**config.mk**
```make
export PLATFORM = sky130hd
export DESIGN_NAME = sacp_parser
export DESIGN_NICKNAME = d
export VERILOG_FILES = /design/src/rtl/sacp_pkg.sv /design/src/rtl/sacp_parser.sv /design/src/rtl/sacp_sync3.sv /design/src/rtl/sacp_avg4.sv
export SDC_FILE = /design/constraint.sdc
export NUM_CORES = 1
export LEC_CHECK = 0
export ABC_CLOCK_PERIOD_IN_PS = 7580
export BUFFER_PORTS_ARGS = -buffer_cell sky130_fd_sc_hd__buf_4
export CAP_MARGIN = 10
export CORE_UTILIZATION = 30
export DETAILED_ROUTE_END_ITERATION = 7
export PLACE_DENSITY = 0.47
export SETUP_SLACK_MARGIN = 0.02
export SYNTH_ARGS = -nofsm -noshare
export SYNTH_HDL_FRONTEND = slang
export SYNTH_SLANG_ARGS = --single-unit
```
**constraint.sdc**
```tcl
create_clock -name mclk_i -period 7.58 [get_ports mclk_i]
set_input_delay 0.758 -clock mclk_i [delete_from_list [all_inputs] [get_ports mclk_i]]
set_output_delay 0.758 -clock mclk_i [all_outputs]
set_load 0.01 [all_outputs]
```
**src/rtl/sacp_pkg.sv**
```systemverilog
// Constants and types shared by the serial acquisition command parser
package sacp_pkg;
  // ----------------------------------------------------------------
  // Frame bytes
  // ----------------------------------------------------------------
  localparam logic [7:0] START_STD = 8'h21;
  localparam logic [7:0] START_EXT = 8'h23;
  localparam logic [7:0] MOD_ADDR = 8'h30;
  localparam logic [7:0] LTR_R = 8'h52;
  localparam logic [7:0] LTR_A = 8'h41;
  localparam logic [7:0] LTR_D = 8'h44;
  localparam logic [7:0] LTR_S = 8'h53;
  localparam logic [7:0] LTR_O = 8'h4F;

  // ----------------------------------------------------------------
  // Channel selection and status layout
  // ----------------------------------------------------------------
  localparam logic [7:0] CHAN_MAX = 8'h05;
  localparam logic [7:0] TEST_LO = 8'h0B;
  localparam logic [7:0] TEST_HI = 8'h0D;
  localparam int STAT_OUT_BIT = 0;
  localparam int STAT_IN_BIT = 3;
  localparam int DOUT_BIT = 0;
  localparam int CHAN_W = 4;
  localparam int ADC_W = 12;
  localparam int AVG_N = 4;
  localparam int AVG_SUM_W = 14;
  localparam logic [13:0] AVG_ROUND = 14'h0002;
  localparam logic [7:0] DOUT_RST = 8'h00;

  // ----------------------------------------------------------------
  // Types
  // ----------------------------------------------------------------
  typedef enum logic [2:0] {
    ST_START, ST_ADDR, ST_CMD1, ST_CMD2, ST_DATA, ST_CPL, ST_CONV, ST_SEND
  } sacp_state_e;
  typedef enum logic [1:0] {CMD_AN, CMD_DIG, CMD_SET} sacp_cmd_e;
endpackage

```
**src/rtl/sacp_parser.sv**
```systemverilog
// Command frame parser and reply sequencer for the acquisition module
`timescale 1ns/1ps
module sacp_parser #(
  parameter int ADC_W = sacp_pkg::ADC_W
) (
  // Clock and reset
  input wire logic mclk_i,
  input wire logic arst_n_i,
  // Received bytes from the serial engine
  input wire logic rx_valid_i,
  input wire logic [7:0] rx_data_i,
  // Reply bytes to the serial engine
  input wire logic tx_ready_i,
  output logic tx_valid_o,
  output logic [7:0] tx_data_o,
  // Converter
  output logic conv_req_o,
  output logic [sacp_pkg::CHAN_W-1:0] conv_chan_o,
  input wire logic conv_ack_i,
  input wire logic [ADC_W-1:0] conv_data_i,
  // Digital I/O pins
  input wire logic din_i,
  output logic dout_o
);
  import sacp_pkg::*;

  // ----------------------------------------------------------------
  // Helpers
  // ----------------------------------------------------------------
  function automatic logic is_start(input logic [7:0] b);
    return (b == START_STD) || (b == START_EXT);
  endfunction

  function automatic logic chan_ok(input logic [7:0] b);
    return (b <= CHAN_MAX) || ((b >= TEST_LO) && (b <= TEST_HI));
  endfunction

  // Byte of a reply by position: 0 upper, 1 ~upper, 2 lower, 3 ~lower
  function automatic logic [7:0] tx_byte(input logic [1:0] idx, input logic dig,
                                          input logic [ADC_W-1:0] w,
                                          input logic [7:0] st);
    logic [7:0] b;
    b = 8'h00;
    if (dig) begin
      b = st;
    end else begin
      b = idx[1] ? w[7:0] : 8'(w[ADC_W-1:8]);
    end
    return idx[0] ? ~b : b;
  endfunction

  // ----------------------------------------------------------------
  // Declarations
  // ----------------------------------------------------------------
  sacp_state_e state_r;
  sacp_cmd_e cmd_r;
  logic ext_r;
  logic [7:0] ltr1_r;
  logic [7:0] data_r;
  logic [CHAN_W-1:0] chan_r;
  logic [ADC_W-1:0] res_r;
  logic [1:0] idx_r;
  logic din_s;
  logic avg_done;
  logic [ADC_W-1:0] avg_res;
  logic [7:0] status;
  logic hs;
  logic [1:0] step;
  logic [1:0] last_idx;
  logic send_done;
  logic more_chan;
  logic dig_go;
  logic an_go;
  logic exec;
  logic [7:0] exec_byte;
  logic avg_start;
  logic [CHAN_W-1:0] avg_chan;

  // ----------------------------------------------------------------
  // Submodules
  // ----------------------------------------------------------------
  sacp_sync3 u_din_sync (
    .mclk_i(mclk_i),
    .arst_n_i(arst_n_i),
    .pin_i(din_i),
    .level_o(din_s)
  );

  sacp_avg4 #(.ADC_W(ADC_W)) u_avg (
    .mclk_i(mclk_i),
    .arst_n_i(arst_n_i),
    .start_i(avg_start),
    .chan_i(avg_chan),
    .done_o(avg_done),
    .avg_o(avg_res),
    .req_o(conv_req_o),
    .chan_o(conv_chan_o),
    .ack_i(conv_ack_i),
    .data_i(conv_data_i)
  );

  // ----------------------------------------------------------------
  // Decode
  // ----------------------------------------------------------------
  // Status byte: undefined bits read as zero
  always_comb begin
    status = 8'h00;
    status[STAT_OUT_BIT] = dout_o;
    status[STAT_IN_BIT] = din_s;
  end

  // Reply pacing; plain frames skip the complement positions
  assign hs = tx_valid_o && tx_ready_i;
  assign step = ext_r ? 2'd1 : 2'd2;
  assign last_idx = (cmd_r == CMD_DIG) ? {1'b0, ext_r} : {1'b1, ext_r};
  assign send_done = (state_r == ST_SEND) && hs && (idx_r == last_idx);
  assign more_chan = (chan_r != '0) && (8'(chan_r) <= CHAN_MAX);

  // Command start points
  assign dig_go = (state_r == ST_CMD2) && rx_valid_i && (ltr1_r == LTR_R) &&
                  (rx_data_i == LTR_D);
  assign an_go = (state_r == ST_CONV) && avg_done;
  assign exec = rx_valid_i && (((state_r == ST_DATA) && !ext_r) ||
                ((state_r == ST_CPL) && (rx_data_i == ~data_r)));
  assign exec_byte = (state_r == ST_DATA) ? rx_data_i : data_r;

  // Start averaging for the first channel or the next one down
  assign avg_start = (exec && (cmd_r == CMD_AN) && chan_ok(exec_byte)) ||
                     (send_done && (cmd_r == CMD_AN) && more_chan);
  assign avg_chan = exec ? exec_byte[CHAN_W-1:0] : chan_r - CHAN_W'(1);

  // ----------------------------------------------------------------
  // Frame state machine
  // ----------------------------------------------------------------
  // Bytes arriving during a reply are dropped; the host waits for answers
  always_ff @(posedge mclk_i or negedge arst_n_i) begin
    if (!arst_n_i) begin
      state_r <= ST_START;
      ext_r <= 1'b0;
      ltr1_r <= 8'h00;
      data_r <= 8'h00;
      cmd_r <= CMD_AN;
    end else begin
      unique case (state_r)
        ST_START: begin
          if (rx_valid_i && is_start(rx_data_i)) begin
            state_r <= ST_ADDR;
            ext_r <= (rx_data_i == START_EXT);
          end
        end
        ST_ADDR: begin
          if (rx_valid_i && (rx_data_i == MOD_ADDR)) begin
            state_r <= ST_CMD1;
          end else if (rx_valid_i) begin
            state_r <= is_start(rx_data_i) ? ST_ADDR : ST_START;
            ext_r <= (rx_data_i == START_EXT);
          end
        end
        ST_CMD1: begin
          if (rx_valid_i && ((rx_data_i == LTR_R) || (rx_data_i == LTR_S))) begin
            state_r <= ST_CMD2;
            ltr1_r <= rx_data_i;
          end else if (rx_valid_i) begin
            state_r <= is_start(rx_data_i) ? ST_ADDR : ST_START;
            ext_r <= (rx_data_i == START_EXT);
          end
        end
        ST_CMD2: begin
          if (rx_valid_i) begin
            if ((ltr1_r == LTR_R) && (rx_data_i == LTR_A)) begin
              state_r <= ST_DATA;
              cmd_r <= CMD_AN;
            end else if (dig_go) begin
              state_r <= ST_SEND;
              cmd_r <= CMD_DIG;
            end else if ((ltr1_r == LTR_S) && (rx_data_i == LTR_O)) begin
              state_r <= ST_DATA;
              cmd_r <= CMD_SET;
            end else begin
              state_r <= is_start(rx_data_i) ? ST_ADDR : ST_START;
              ext_r <= (rx_data_i == START_EXT);
            end
          end
        end
        ST_DATA, ST_CPL: begin
          if (rx_valid_i && (state_r == ST_DATA) && ext_r) begin
            state_r <= ST_CPL;
            data_r <= rx_data_i;
          end else if (exec) begin
            if ((cmd_r == CMD_AN) && chan_ok(exec_byte)) begin
              state_r <= ST_CONV;
            end else begin
              state_r <= ST_START;
            end
          end else if (rx_valid_i) begin
            state_r <= is_start(rx_data_i) ? ST_ADDR : ST_START;
            ext_r <= (rx_data_i == START_EXT);
          end
        end
        ST_CONV: begin
          if (an_go) begin
            state_r <= ST_SEND;
          end
        end
        ST_SEND: begin
          if (send_done) begin
            state_r <= avg_start ? ST_CONV : ST_START;
          end
        end
      endcase
    end
  end

  // ----------------------------------------------------------------
  // Channel, result and byte position
  // ----------------------------------------------------------------
  always_ff @(posedge mclk_i or negedge arst_n_i) begin
    if (!arst_n_i) begin
      chan_r <= '0;
      res_r <= '0;
      idx_r <= 2'd0;
    end else begin
      if (avg_start) begin
        chan_r <= avg_chan;
      end
      if (an_go || dig_go) begin
        res_r <= avg_res;
        idx_r <= 2'd0;
      end else if (hs && !send_done) begin
        idx_r <= idx_r + step;
      end
    end
  end

  // ----------------------------------------------------------------
  // Reply byte register
  // ----------------------------------------------------------------
  // Data are built into a flop so the serial engine sees a stable byte
  always_ff @(posedge mclk_i or negedge arst_n_i) begin
    if (!arst_n_i) begin
      tx_valid_o <= 1'b0;
      tx_data_o <= 8'h00;
    end else if (dig_go || an_go) begin
      tx_valid_o <= 1'b1;
      tx_data_o <= tx_byte(2'd0, dig_go, avg_res, status);
    end else if (hs && !send_done) begin
      // Complement is taken from the byte just sent, so a moving pin cannot split the pair
      tx_data_o <= (ext_r && !idx_r[0]) ? ~tx_data_o :
                   tx_byte(idx_r + step, cmd_r == CMD_DIG, res_r, status);
    end else if (hs) begin
      tx_valid_o <= 1'b0;
    end
  end

  // ----------------------------------------------------------------
  // Digital output
  // ----------------------------------------------------------------
  always_ff @(posedge mclk_i or negedge arst_n_i) begin
    if (!arst_n_i) begin
      dout_o <= DOUT_RST[DOUT_BIT];
    end else if (exec && (cmd_r == CMD_SET)) begin
      dout_o <= exec_byte[DOUT_BIT];
    end
  end
endmodule

```
**src/rtl/sacp_sync3.sv**
```systemverilog
// Three-stage synchroniser with agreement filter for a pin input
`timescale 1ns/1ps
module sacp_sync3 (
  // Clock and reset
  input wire logic mclk_i,
  input wire logic arst_n_i,
  // Pin and clean level
  input wire logic pin_i,
  output logic level_o
);
  import sacp_pkg::*;

  logic ff1_r;
  logic ff2_r;
  logic ff3_r;

  // Chain; only the second stage reads the first
  always_ff @(posedge mclk_i or negedge arst_n_i) begin
    if (!arst_n_i) begin
      ff1_r <= 1'b0;
      ff2_r <= 1'b0;
      ff3_r <= 1'b0;
    end else begin
      ff1_r <= pin_i;
      ff2_r <= ff1_r;
      ff3_r <= ff2_r;
    end
  end

  // A change counts only once stages two and three agree
  always_ff @(posedge mclk_i or negedge arst_n_i) begin
    if (!arst_n_i) begin
      level_o <= 1'b0;
    end else if (ff2_r == ff3_r) begin
      level_o <= ff3_r;
    end
  end
endmodule

```
**src/rtl/sacp_avg4.sv**
```systemverilog
// Four-conversion averager with round-half-up
`timescale 1ns/1ps
module sacp_avg4 #(
  parameter int ADC_W = sacp_pkg::ADC_W
) (
  // Clock and reset
  input wire logic mclk_i,
  input wire logic arst_n_i,
  // Request from the parser
  input wire logic start_i,
  input wire logic [sacp_pkg::CHAN_W-1:0] chan_i,
  output logic done_o,
  output logic [ADC_W-1:0] avg_o,
  // Converter handshake
  output logic req_o,
  output logic [sacp_pkg::CHAN_W-1:0] chan_o,
  input wire logic ack_i,
  input wire logic [ADC_W-1:0] data_i
);
  import sacp_pkg::*;

  logic [AVG_SUM_W-1:0] sum_r;
  logic [1:0] cnt_r;
  logic [AVG_SUM_W-1:0] sum_nxt;
  logic [AVG_SUM_W-1:0] rnd;

  // Running sum; the fourth sample plus one half gives the rounded mean
  assign sum_nxt = sum_r + AVG_SUM_W'(data_i);
  assign rnd = sum_nxt + AVG_ROUND;

  // Hold the request across all four conversions of one channel
  always_ff @(posedge mclk_i or negedge arst_n_i) begin
    if (!arst_n_i) begin
      req_o <= 1'b0;
      chan_o <= '0;
      sum_r <= '0;
      cnt_r <= 2'd0;
      done_o <= 1'b0;
      avg_o <= '0;
    end else begin
      done_o <= 1'b0;
      if (start_i) begin
        req_o <= 1'b1;
        chan_o <= chan_i;
        sum_r <= '0;
        cnt_r <= 2'd0;
      end else if (req_o && ack_i) begin
        sum_r <= sum_nxt;
        cnt_r <= cnt_r + 2'd1;
        if (cnt_r == 2'(AVG_N - 1)) begin
          req_o <= 1'b0;
          done_o <= 1'b1;
          avg_o <= rnd[AVG_SUM_W-1:2];
        end
      end
    end
  end
endmodule

```
==> summary.txt <==
Run status -> complete, no violations
Simple-gate share of the synthesized area -> 19.40%
Hold_buf cts -> 0
Worst slew pin tran -> 1077 ps
Final setup skew -> 9.348 ps
Worst Hold Endpoint -> u_din_sync.ff2_r$_DFF_PN0_
Crit path max-delay cell type -> fa_1
Area grow syn2layout -> 15.59%
Clock transition at the registers of the reported paths -> 70 ps
GRT Overall Usage -> 14.68%
CP Max Fanout -> 3
Clock Path Buffers -> 2
Flops & latches, synth -> 84
Post-CTS setup buffers -> 0
Met2 GRT Util -> 23.05%
Worst Setup Slack post-DPL -> 3908 ps
Synth Net Count -> 580
Drt pass-1 iters -> 4
Post-Syn Area per Cell -> 9.453 um^2
Layout Cells excl Fill -> 790
Hold Path Stages -> 0
EDFF count, synth -> 0
Critical R2R Launch -> ext_r$_DFFE_PN0P_
Ports -> 41
Die width -> 131.8 um
Largest net degree at the start of global routing -> 54
Type of the worst min-delay path -> flop to flop
Worst skew pair latency -> 340 ps
Mux contribution to synthesized area -> 7.892%
Routed vias/inst -> 4.981
RSZ-0062 raised after global routing -> false
Clock sink total -> 84
Total chip power -> 1.975 mW
Detail Placement HPWL -> 8526 um
CP Cell Sequence -> buf_4, ha_1, fa_1, a211oi_1, o22ai_1, nor4_1, nand3_1, nor3b_2, a41oi_2, xnor2_1, mux2_2
Dpl cells -> 774
Core Rows -> 47
TNS Setup -> 0 ps
Worst r2r dst -> chan_r[0]$_DFFE_PN0N_
Die ar. -> 0.01738 mm^2
Multi-input logic area -> 0.002789 mm^2
H-tree depth -> 3
Gr ovfl total -> 0
Pleak -> 2.515 nW
Design area -> 0.005846 mm^2
Asr flop ratio synth -> 100.0%
CTS buffer count -> 9
Port Buffers -> 40
Clock Tree Root -> clkbuf_16
Post-cts sizing count -> 0
Dpl cell area -> 0.005538 mm^2
Die Span Y -> 131.8 um
Antenna violations before repair -> 0
Adder-Cell Fraction of Synth Area -> 5.047%
Hold_sp -> u_din_sync.ff1_r$_DFF_PN0_
Sequential fraction of the synthesis area -> 41.56%
Number of global-route vias before repair -> 4022
R2R cell count -> 8
Main combinational cell family by area after synthesis -> simple AND/OR/NAND/NOR gates
Nature of the critical path endpoint -> flop
Max-slew headroom -> 27.95%
Xor and xnor area share after synthesis -> 6.754%
Final setup margin -> 4227 ps
Synth Area in Compound Gates -> 16.06%
DR iter-0 viols -> 213
Sequential standard cell area -> 0.002102 mm^2
Commonest non-fill, non-tap cells in the layout -> dfrtp_1 (84), nor2_1 (55), nand2_1 (49)
Delay-heaviest family, CP -> simple AND/OR/NAND/NOR gates
Slowest stage delay, CP -> 430 ps
Cell variety after synth -> 64
ANT nets after route -> 0
Highest Clock Rate -> 0.2983 GHz
Fraction of layout cells with a size suffix above 1 -> 17.37%
TritonCTS clock tree -> done
Pwr dens -> 337.9 mW/mm^2
# fillers -> 1680
Pins Over Slew Limit -> 0
Met1 usage -> 20.22%
Yosys warnings -> 0
GRT busiest layer -> met2
Worst path bufs/invs -> 1
Post-layout nets -> 610
Req. time, crit path -> 7800 ps
Worst setup path category -> primary input to flop
Via count -> 3935
CP arrival -> 3580 ps
Most used DFF post-synth -> dfrtp_1
Final setup viols -> 0
Reg2Reg Setup Slack -> 4290 ps
Syn Std Cell Area -> 0.005057 mm^2
Inserted Diodes -> 0
Maxcap violations -> 0
Initial Utilization -> 30.60%
WL final -> 11950 um
First-pass GRT wire length -> 20640 um
WL/cell -> 15.13 um
Commonest non-fill, non-tap cell in the layout -> dfrtp_1
GP Congestion -> 0.8353
Post-Syn Instances -> 535
Final period util -> 44.23%
Core area -> 0.01652 mm^2
Startpoint types -> primary input
Tmin final -> 3353 ps
DRC -> 0
Maximum VDD drop -> 0.0001577 V
Final hold violation count -> 0
GR Util met3 -> 3.230%
layout make-up:
cell class,count,share of cell area (%)
Timing Repair Buffer,42,5.394
Tap cell,220,4.709
Multi-Input combinational cell,413,47.71
Clock buffer,9,3.853
Clock inverter,7,1.413
Sequential cell,84,35.96
Inverter,15,0.9632
how the worst max path moves through the flow:
stage | start | endpoint | slack (ps) | cells past startpoint
floorplan | conv_data_i[0] | u_avg.avg_o[11]$_DFFE_PN0P_ | 4330 | 10
global placement | conv_data_i[0] | u_avg.avg_o[11]$_DFFE_PN0P_ | 3980 | 11
detailed placement | conv_data_i[0] | u_avg.avg_o[11]$_DFFE_PN0P_ | 3910 | 11
CTS | ext_r$_DFFE_PN0P_ | chan_r[0]$_DFFE_PN0N_ | 4240 | 8
global route | conv_data_i[0] | u_avg.avg_o[11]$_DFFE_PN0P_ | 4000 | 11
finish | conv_data_i[0] | u_avg.avg_o[11]$_DFFE_PN0P_ | 4230 | 11
layer usage:
layer | wire length, um | up-vias | part of all wire [%]
met3 | 438 | 5 | 3.7
li1 | - | 1964 | -
met1 | 6086 | 1897 | 51
met5 | 0 | - | 0
met2 | 5349 | 69 | 45
met4 | 75 | 0 | 0.63
cells by family after synthesis:
kind of cell | Yosys count
XOR/XNOR | 39
adder cells (fa/ha/maj) | 20
AO/OA/AOI/OAI | 120
buffers and inverters | 38
AND/OR/NAND/NOR | 198
flip-flops | 84
multiplexers | 36
power by group:
group | leakage (nW) | total, mW | internal, mW | switching (mW)
logic | 1.28 | 0.844 | 0.371 | 0.474
registers | 1.09 | 0.673 | 0.559 | 0.114
clock network | 0.145 | 0.458 | 0.261 | 0.197
total | 2.52 | 1.98 | 1.19 | 0.784
synthesized netlist by cell type, drive strengths merged, types with 9 or more instances:
master	number	share of area, %
a211oi	9	1.4
a21oi	42	4.2
clkbuf	15	1.1
dfrtp	84	42
ha	18	4.5
inv	15	1.1
mux2	28	6.3
nand2	49	3.6
nand2b	11	1.4
nand3	21	2.1
nor2	56	4.2
nor3	10	0.99
o21ai	22	2.2
xnor2	21	3.6
xor2	18	3.1
sequential cells by signal, indices dropped and copies added, names as in the netlist:
signal / flops
res_r: 12
u_din_sync.ff3_r: 1
dout_o: 1
cmd_r: 2
u_avg.req_o: 1
u_avg.cnt_r: 2
state_r: 3
u_din_sync.level_o: 1
u_avg.done_o: 1
data_r: 8
u_avg.sum_r: 14
u_avg.avg_o: 12
tx_valid_o: 1
tx_data_o: 8
u_din_sync.ff1_r: 1
ext_r: 1
chan_r: 4
ltr1_r: 8
idx_r: 2
u_din_sync.ff2_r: 1
metrics by stage:
stage | utilization, % | hold slack, ps
global route | 35.38 | 362.3
detailed placement | 33.51 | 335.6
global placement | 33.51 | 333.1
CTS | 35.38 | 354.5
floorplan | - | 331.2
finish | 35.38 | 349.5
Power figures use the tool's default switching activity.
